$ cat config.mk
export PLATFORM = sky130hd
export DESIGN_NAME = gpm_pin7_mux
export DESIGN_NICKNAME = d
export VERILOG_FILES = /design/src/core/gpm_pkg.sv /design/src/core/gpm_pin7_mux.sv
export VERILOG_INCLUDE_DIRS = /design/src /design/src/core
export SDC_FILE = /design/constraint.sdc
export NUM_CORES = 1
export LEC_CHECK = 0
export BUFFER_PORTS_ARGS = -buffer_cell sky130_fd_sc_hd__buf_2
export CORE_UTILIZATION = 45
export DETAILED_ROUTE_END_ITERATION = 8
export PLACE_DENSITY = 0.83
export REMOVE_ABC_BUFFERS = 1
export SLEW_MARGIN = 40
export SYNTH_ARGS = -nofsm -noshare
export SYNTH_HDL_FRONTEND = slang
export SYNTH_SLANG_ARGS = --single-unit
$ cat constraint.sdc
create_clock -name mclk -period 2.4 [get_ports mclk]
set_clock_uncertainty 0.1 [all_clocks]
set_input_delay 0.24 -clock mclk [delete_from_list [all_inputs] [get_ports mclk]]
set_output_delay 0.24 -clock mclk [all_outputs]
set_load 0.005 [all_outputs]
$ cat src/core/gpm_params.svh
// Offsets, field positions, reset values and codes for the pin 7 output mux
`ifndef GPM_PARAMS_SVH
`define GPM_PARAMS_SVH
// Register index 0x17; its byte address is four times the index
`define GPM_IDX_PIN7_CTL 8'h17
`define GPM_ADDR_PIN7_CTL 10'h05c
`define GPM_RST_PIN7_CTL 8'h00
// Field positions
`define GPM_SEL_HI 7
`define GPM_SEL_LO 5
`define GPM_SRC_HI 4
`define GPM_SRC_LO 2
`define GPM_LVL_BIT 1
`define GPM_EN_BIT 0
// Source group codes
`define GPM_SRC_DEV 3'h4
`define GPM_SRC_RSV 3'h5
// AXI responses
`define GPM_RESP_OKAY 2'h0
`define GPM_RESP_SLVERR 2'h2
`endif

$ cat src/core/gpm_pkg.sv
// Types shared by the pin 7 output mux
package gpm_pkg;
    // Source group selection
    typedef enum logic [2:0]
    {
        GPM_RX0 = 3'h0,
        GPM_RX1 = 3'h1,
        GPM_RX2 = 3'h2,
        GPM_RX3 = 3'h3,
        GPM_DEV = 3'h4,
        GPM_RSV = 3'h5,
        GPM_TX0 = 3'h6,
        GPM_TX1 = 3'h7
    } gpm_src_e;
endpackage

$ cat src/core/gpm_pin7_mux.sv
// Output multiplexer and drive control for general purpose pin 7
//
// Design decision made here: the AXI4-Lite slave port.
`timescale 1ns/1ps
`include "gpm_params.svh"
module gpm_pin7_mux
    import gpm_pkg::*;
(
    input wire logic mclk,
    input wire logic reset,
    // AXI4-Lite slave
    input wire logic [9:0] s_axi_awaddr,
    input wire logic s_axi_awvalid,
    output logic s_axi_awready,
    input wire logic [31:0] s_axi_wdata,
    input wire logic [3:0] s_axi_wstrb,
    input wire logic s_axi_wvalid,
    output logic s_axi_wready,
    output logic [1:0] s_axi_bresp,
    output logic s_axi_bvalid,
    input wire logic s_axi_bready,
    input wire logic [9:0] s_axi_araddr,
    input wire logic s_axi_arvalid,
    output logic s_axi_arready,
    output logic [31:0] s_axi_rdata,
    output logic [1:0] s_axi_rresp,
    output logic s_axi_rvalid,
    input wire logic s_axi_rready,
    // Per receive port signals, index is the port number; rx_remote_gpio index is port times four plus the GPIO
    input wire logic [15:0] rx_remote_gpio,
    input wire logic [3:0] rx_lock,
    input wire logic [3:0] rx_pass,
    input wire logic [3:0] rx_frame_valid,
    input wire logic [3:0] rx_line_valid,
    input wire logic [3:0] rx_port_enabled,
    input wire logic camera_trigger_signal,
    // Per transmit port signals, index is the port number
    input wire logic [1:0] tx_pass_and,
    input wire logic [1:0] tx_pass_or,
    input wire logic [1:0] tx_frame_valid,
    input wire logic [1:0] tx_line_valid,
    input wire logic [1:0] tx_synchronized,
    input wire logic [1:0] tx_interrupt,
    // Pin driver
    output logic pin7_out,
    output logic pin7_oe
);

    // ==========================================================
    // Register bus
    // ==========================================================
    logic [7:0] ctl_reg; // Pin control register
    logic [7:0] ctl_next;
    logic aw_held_reg; // Write address captured
    logic [9:0] aw_addr_reg;
    logic w_held_reg; // Write data captured
    logic [31:0] w_data_reg;
    logic [3:0] w_strb_reg;
    logic bvalid_reg;
    logic [1:0] bresp_reg;
    logic rvalid_reg;
    logic [1:0] rresp_reg;
    logic [31:0] rdata_reg;

    // Address match, low two bits ignored: word aligned registers
    function automatic logic hits_ctl(input logic [9:0] a);
        hits_ctl = (a[9:2] == 8'(`GPM_ADDR_PIN7_CTL >> 2));
    endfunction

    wire wr_go = aw_held_reg && w_held_reg && !bvalid_reg;
    wire wr_hit = hits_ctl(aw_addr_reg);
    wire rd_hit = hits_ctl(s_axi_araddr);
    wire ar_take = s_axi_arvalid && s_axi_arready;

    // Accept each half once; hold until the response is issued
    assign s_axi_awready = !aw_held_reg && !bvalid_reg;
    assign s_axi_wready = !w_held_reg && !bvalid_reg;
    assign s_axi_arready = !rvalid_reg;
    assign s_axi_bvalid = bvalid_reg;
    assign s_axi_bresp = bresp_reg;
    assign s_axi_rvalid = rvalid_reg;
    assign s_axi_rresp = rresp_reg;
    assign s_axi_rdata = rdata_reg;

    // Only lane 0 carries the 8-bit register
    assign ctl_next = (wr_go && wr_hit && w_strb_reg[0]) ?
                      w_data_reg[7:0] : ctl_reg;

    // Write channel capture and response
    always_ff @(posedge mclk)
    begin
        if (reset)
        begin
            aw_held_reg <= 1'b0;
            w_held_reg <= 1'b0;
            aw_addr_reg <= 10'h000;
            w_data_reg <= 32'h0000_0000;
            w_strb_reg <= 4'h0;
            bvalid_reg <= 1'b0;
            bresp_reg <= `GPM_RESP_OKAY;
        end
        else
        begin
            if (s_axi_awvalid && s_axi_awready)
            begin
                aw_held_reg <= 1'b1;
                aw_addr_reg <= s_axi_awaddr;
            end
            if (s_axi_wvalid && s_axi_wready)
            begin
                w_held_reg <= 1'b1;
                w_data_reg <= s_axi_wdata;
                w_strb_reg <= s_axi_wstrb;
            end
            if (wr_go)
            begin
                // Unmapped address answers SLVERR
                aw_held_reg <= 1'b0;
                w_held_reg <= 1'b0;
                bvalid_reg <= 1'b1;
                bresp_reg <= wr_hit ? `GPM_RESP_OKAY : `GPM_RESP_SLVERR;
            end
            else if (bvalid_reg && s_axi_bready)
            begin
                bvalid_reg <= 1'b0;
            end
        end
    end

    // Control register; zero after reset
    always_ff @(posedge mclk)
    begin
        if (reset)
            ctl_reg <= `GPM_RST_PIN7_CTL;
        else
            ctl_reg <= ctl_next;
    end

    // Read channel: one cycle after address is taken
    always_ff @(posedge mclk)
    begin
        if (reset)
        begin
            rvalid_reg <= 1'b0;
            rresp_reg <= `GPM_RESP_OKAY;
            rdata_reg <= 32'h0000_0000;
        end
        else if (ar_take)
        begin
            rvalid_reg <= 1'b1;
            rresp_reg <= rd_hit ? `GPM_RESP_OKAY : `GPM_RESP_SLVERR;
            rdata_reg <= rd_hit ? {24'h00_0000, ctl_reg} : 32'h0000_0000;
        end
        else if (rvalid_reg && s_axi_rready)
        begin
            rvalid_reg <= 1'b0;
        end
    end

    // ==========================================================
    // Output selection
    // ==========================================================
    wire [2:0] sel = ctl_reg[`GPM_SEL_HI:`GPM_SEL_LO];
    gpm_src_e src;
    assign src = gpm_src_e'(ctl_reg[`GPM_SRC_HI:`GPM_SRC_LO]);
    wire lvl = ctl_reg[`GPM_LVL_BIT];
    wire en = ctl_reg[`GPM_EN_BIT];
    wire [1:0] rxp = src[1:0];
    wire txp = src[0];

    // Combined lock and pass over enabled ports; no port enabled gives 0
    wire any_en = |rx_port_enabled;
    wire lock_or = |(rx_lock & rx_port_enabled);
    wire lock_and = any_en && &(rx_lock | ~rx_port_enabled);
    wire pass_and = any_en && &(rx_pass | ~rx_port_enabled);

    logic rx_val;
    logic dev_val;
    logic tx_val;
    logic sel_val;

    // Receive group choice
    always_comb
    begin
        rx_val = 1'b0;
        unique case (sel)
            3'h0, 3'h1, 3'h2, 3'h3:
                rx_val = rx_remote_gpio[{rxp, sel[1:0]}];
            3'h4: rx_val = rx_lock[rxp];
            3'h5: rx_val = rx_pass[rxp];
            3'h6: rx_val = rx_frame_valid[rxp];
            3'h7: rx_val = rx_line_valid[rxp];
        endcase
    end

    // Device status choice; reserved codes give low
    always_comb
    begin
        dev_val = 1'b0;
        unique case (sel)
            3'h0: dev_val = lvl;
            3'h1: dev_val = lock_or;
            3'h2: dev_val = lock_and;
            3'h3: dev_val = pass_and;
            3'h4: dev_val = camera_trigger_signal;
            3'h5, 3'h6, 3'h7: dev_val = 1'b0;
        endcase
    end

    // Transmit port choice; code 6 unlisted, 7 reserved, both low
    always_comb
    begin
        tx_val = 1'b0;
        unique case (sel)
            3'h0: tx_val = tx_pass_and[txp];
            3'h1: tx_val = tx_pass_or[txp];
            3'h2: tx_val = tx_frame_valid[txp];
            3'h3: tx_val = tx_line_valid[txp];
            3'h4: tx_val = tx_synchronized[txp];
            3'h5: tx_val = tx_interrupt[txp];
            3'h6, 3'h7: tx_val = 1'b0;
        endcase
    end

    // Group choice; reserved group gives low
    always_comb
    begin
        sel_val = 1'b0;
        unique case (src)
            GPM_RX0, GPM_RX1, GPM_RX2, GPM_RX3: sel_val = rx_val;
            GPM_DEV: sel_val = dev_val;
            GPM_RSV: sel_val = 1'b0;
            GPM_TX0, GPM_TX1: sel_val = tx_val;
        endcase
    end

    // Registered pin data; low from one cycle after en clears so it never floats odd
    logic pin_reg;
    always_ff @(posedge mclk)
    begin
        if (reset)
            pin_reg <= 1'b0;
        else
            pin_reg <= en & sel_val;
    end
    assign pin7_out = pin_reg;
    assign pin7_oe = en;
endmodule

==> flow_summary.ini, run 1 <==
[worst_setup_path]
setup.worst_path.class = reg2reg
end_kind = flip-flop
crit_path_max_incr_delay_ps = 620
worstPathCellList = buf_4 > mux2_2 > o2bb2ai_1 > o41ai_2 > a311oi_1 > a311oi_1
critPathRequiredTime_ps = 2470
cp.arrival_ps = 2030
r2r-start = ctl_reg[6]
path_delay_family = flip-flops
critPathBufInv = 1
cp_max_fo = 12
startpoint = ctl_reg[6]
cp_common_cell = a311oi_1
crit_slowest_cell = dfxtp_1
setup.worst_path.start_class = flip-flop

[floorplan]
placementRows = 25
core-area_sq_um = 4790
die-area_sq_um = 5320
die_h_microns = 72.9
floorplan.initialDensity = 0.473
die_w_microns = 72.9
io_pins = 155

[clock_network]
cts_root_buf = clkbuf_8
cts_tree = done
clock-sinks = 40
postCtsHoldBufs = 0
cts_made_buffers = 5
cts_resized = 0
clk_pin_slew_ps = 70
clk_latency_ps = 290
htree_levels = 2
clockBufferDepth = 2
post_cts_buffers = 0

[routing]
avgViaCountPerCell = 4.97
drtPass1Iterations = 4
wl_per_cell_microns = 12.2
ant_nets = 0
drt_drc_violations_left = 0
drtIter0Drc = 77
finalWirelength_microns = 5140
num_vias = 2087

[synth]
yosysTopAreaCellShare = 0.354
async_reset_ff_frac = 0
synthXorXnorAreaFrac = 0
synth_area_sq_um = 2260
ys_warn_count = 0
synthCells = 260
synthAdderAreaFrac = 0
synthMuxAreaShare = 0.137
yosys.area_share.simple = 0.219
synthFlopType = dfxtp_1
synth-edff-count = 0
synth-compound-area-share = 0.155
synth_top_family_by_area = simple AND/OR/NAND/NOR gates
avgSynthCellArea_sq_um = 8.71
synth-seq-cells = 40
yosysTopAreaCell = dfxtp_1
ys_seq_area_frac = 0.354
yosys-top-cells-count = 40 x dfxtp_1, 40 x nand2_1, 27 x nor2_1, 26 x buf_4, 23 x a21oi_1
ys_top_cells_by_area = dfxtp_1 35%, buf_4 8.6%, nand2_1 6.6%
synth_cell_types = 43

[final_layout]
final_util = 0.584
nFillCells = 436
diodes = 0
nets = 464
drive_above_1_share = 0.343
multi_input_area_sq_um = 1250
regArea_sq_um = 801
final_cell_area_sq_um = 2800
area_growth_pct = 23.4

[pwr]
vdd_drop_max_v = 0.000398
power_leakage_nw = 1.32
power_density_nw_per_um2 = 537
finalPower_mw = 1.50

[sta]
setup_violations = 0
fin_tns_setup_ps = 0
slew_violations = 0
fin_crit_ps = 1960
finalCritPeriodShare = 0.816
max_freq_ghz = 0.511
worst_pin_slew_ps = 664
rsz0062_at_grt = no
slew-limit-headroom = 0.557
hold_viol_final = 0

[global_routing]
grtUsageTotal = 0.199
grt_max_degree = 40
overflow = 0
antenna_found_initial = 0
grt_pass1_wl_microns = 8300
grt_pass1_vias = 1907

[worst_hold_path]
min_path_type = in2reg
min_from = s_axi_rready

[placed_design]
portBuffers = 97
dpl_cell_area_sq_um = 2670
place_hpwl_microns = 3990
gp_congestion = 0.768

[outcome]
status = completed

[flow_run]
cap_violations = 0
## final timing paths
check                                      to  slack, ps  cells past startpoint
worst max-delay path                 pin7_out        440                      6
worst max register to register       pin7_out        440                      6
worst min-delay path             s_axi_rvalid         30                      2
worst min register to register  w_data_reg[2]        360                      2
## placed cells by master (no fill, tap or decap), types with 5 or more instances in the layout
| master | netlist | routed |
|---|---|---|
| buf_2 | 3 | 97 |
| clkbuf_8 | 0 | 7 |
| mux2i_1 | 13 | 13 |
| nand2_1 | 40 | 40 |
| conb_1 | 1 | 26 |
| a21oi_1 | 23 | 23 |
| a22oi_1 | 10 | 10 |
| nor2_1 | 27 | 27 |
| nand2b_1 | 11 | 11 |
| dfxtp_1 | 40 | 40 |
| inv_1 | 5 | 5 |
## cells by family (layout without fill, tap and decap cells)
kind of cell	Yosys count	after routing
and+or+nand+nor	100	100
AOI/OAI and AO/OA	51	51
buffers and inverters	46	114
DFF	40	40
muxes	22	22
other	1	26
## per-stage QoR
step	hold slack (ps)	instances	worst slack, ps
4_1_cts	21.7	420	441
5_1_grt	36.9	420	265
3_5_place_dp	331	412	434
2_1_floorplan	209	245	413
3_3_place_gp	331	412	462
6_report	33.6	420	443
## per-layer routing
layer,global-route usage,wire [microns],part of all wire,up-vias
met3,0.0331,180,0.035,4
met2,0.360,2740,0.53,65
met1,0.238,2170,0.42,973
met4,0.0675,47,0.0092,0
li1,-,-,-,1045
met5,0,0,0,-
## area by class of cell
| cell class | count | share of cell area |
|---|---|---|
| well taps | 67 | 0.0300 |
| multi-input cells | 199 | 0.449 |
| clock inverters | 1 | 0.0107 |
| clock buffers | 7 | 0.0345 |
| repair buffers | 100 | 0.182 |
| inverters | 6 | 0.00806 |
| flip-flops and latches | 40 | 0.286 |
## where the power goes
group          internal, mW  switching (mW)
Combinational        0.0977           0.100
Sequential            0.692          0.0179
Clock                 0.367           0.227
Power figures use the tool's default switching activity.
==> run 2: changes to the inputs <==
--- a/config.mk
+++ b/config.mk
@@ -7,9 +7,9 @@
 export NUM_CORES = 1
 export LEC_CHECK = 0
 export BUFFER_PORTS_ARGS = -buffer_cell sky130_fd_sc_hd__buf_2
-export CORE_UTILIZATION = 45
+export CORE_UTILIZATION = 42
 export DETAILED_ROUTE_END_ITERATION = 8
-export PLACE_DENSITY = 0.83
+export PLACE_DENSITY = 0.78
 export REMOVE_ABC_BUFFERS = 1
 export SLEW_MARGIN = 40
 export SYNTH_ARGS = -nofsm -noshare
==> constraint.sdc (replaced) <==
create_clock -name mclk -period 2 [get_ports mclk]
set_clock_uncertainty 0.1 [all_clocks]
set_input_delay 0.2 -clock mclk [delete_from_list [all_inputs] [get_ports mclk]]
set_output_delay 0.2 -clock mclk [all_outputs]
set_load 0.005 [all_outputs]
==> flow_summary.ini, run 2 (same netlist as run 1, synthesis figures left out) <==
[floorplan]
placementRows = 26
die_w_microns = 75.4
die_h_microns = 75.4
io_pins = 155
core-area_sq_um = 5140
die-area_sq_um = 5690
floorplan.initialDensity = 0.441

[worst_setup_path]
crit_path_max_incr_delay_ps = 600
critPathRequiredTime_ps = 2060
setup.worst_path.class = reg2reg
cp_max_fo = 3
cp.arrival_ps = 1850
worstPathCellList = mux4_1 > nand2_1 > nand3b_1 > a311oi_1 > a311oi_1
cp_common_cell = a311oi_1
r2r_slack_ps = 220
path_delay_family = multiplexers
setup.worst_path.start_class = flip-flop
crit_slowest_cell = mux4_1
end_kind = flip-flop
critPathBufInv = 0

[pwr]
vdd_drop_max_v = 0.000371
power_frac_clock = 0.313
power_density_nw_per_um2 = 560
switching_share = 0.254
power_leakage_nw = 1.35
finalPower_mw = 1.59
p_sw_mw = 0.403
power_frac_seq = 0.535
power.internal_mw = 1.19
p_comb_frac = 0.152

[sta]
hold_viol_final = 0
timing.hold.ws_ps = 46.6
rsz0062_at_grt = no
fin_tns_setup_ps = 0
finalCritPeriodShare = 0.892
slew_violations = 0
max_freq_ghz = 0.561
setup_violations = 0
fin_crit_ps = 1780

[placed_design]
gp_congestion = 0.821
place_hpwl_microns = 4030
portBuffers = 97
placedCellCount = 423

[clock_network]
clock-sinks = 40
clk_pin_slew_ps = 70
cts_root_buf = clkbuf_8
cts_made_buffers = 5
htree_levels = 2
cts_tree = done
clk_latency_ps = 290
clockBufferDepth = 2

[final_layout]
final_cell_mix = 97 x buf_2, 40 x nand2_1, 39 x dfxtp_1
nFillCells = 470
regArea_sq_um = 802
diodes = 0
multi_input_area_sq_um = 1250
drive_above_1_share = 0.357
final_cells = 431
layout_commonest_cell = buf_2
area_growth_pct = 25.3
final_util = 0.552
nets = 473

[outcome]
status = completed

[routing]
drtPass1Iterations = 4
finalWirelength_microns = 5130
wl_per_cell_microns = 11.9
num_vias = 2117
ant_nets = 0
avgViaCountPerCell = 4.91
drt_drc_violations_left = 0
drtIter0Drc = 54

[global_routing]
grt_pass1_vias = 1823
overflow = 0
grtUsageTotal = 0.178
grt_max_degree = 23
antenna_found_initial = 0
grt_pass1_wl_microns = 7660

[worst_hold_path]
min_path_type = in2reg

[flow_run]
cap_violations = 0
## run 2: cell count changes in the layout (fill, tap and decap cells not counted), sizes merged
| cell | previous run | this run |
|---|---|---|
| buf | 100 | 108 |
| dlygate4sd3 | 0 | 1 |
| clkinvlp | 0 | 1 |
| bufinv | 1 | 0 |
| clkinv | 0 | 1 |
| clkbuf | 7 | 5 |
## run 2: power groups by stage
stage / logic [mW] / registers, mW / clock network, mW
after global routing: 0.278 / 0.855 / 0.545
after floorplan: 0.115 / 0.865 / 0
after CTS: 0.242 / 0.850 / 0.512
final: 0.241 / 0.851 / 0.498
after global placement: 0.233 / 0.867 / 0
after detailed placement: 0.240 / 0.869 / 0
## run 2: layer usage
layer,global-route usage,part of all wire
met3,0.0384,0.054
met2,0.318,0.52
met5,0,0
met4,0.0658,0.011
met1,0.208,0.41
## run 2: path summary, 6_finish.rpt
check,from,end,depth (start not counted)
setup / recovery,ctl_reg[2],pin7_out,5
hold / removal,s_axi_wdata[5],w_data_reg[5],3
setup reg to reg,ctl_reg[2],pin7_out,5
hold reg to reg,aw_addr_reg[9],aw_addr_reg[9],2
## run 2: repair_timing
item | in CTS | in global routing
resized for setup | 0 | 1
hold buffers | 1 | 0
endpoints found under the setup margin | 0 | 1
hold endpoints to repair | 1 | 0
setup buffers | 0 | 0
## run 2: cell type report
| cell class | instances | share of cell area |
|---|---|---|
| Multi-Input combinational cell | 199 | 0.442 |
| Sequential cell | 40 | 0.283 |
| Timing Repair Buffer | 109 | 0.208 |
| Tap cell | 70 | 0.0309 |
| Clock buffer | 5 | 0.0243 |
| Inverter | 6 | 0.00794 |
| Clock inverter | 2 | 0.00441 |
## run 2: through the flow
stage / area, sq um / worst slack, ps
floorplan: 2080 / 13.1
global placement: 2750 / 174
detailed placement: 2750 / 114
CTS: 2840 / 103
global route: 2840 / 119
finish: 2840 / 216
## run 2: tightest hold or removal path, delay by kind of cell
| family | cells | cell delay, ps |
|---|---|---|
| AO/OA/AOI/OAI | 1 | 50 |
| buffers and inverters | 1 | 90 |
| AND/OR/NAND/NOR | 1 | 50 |
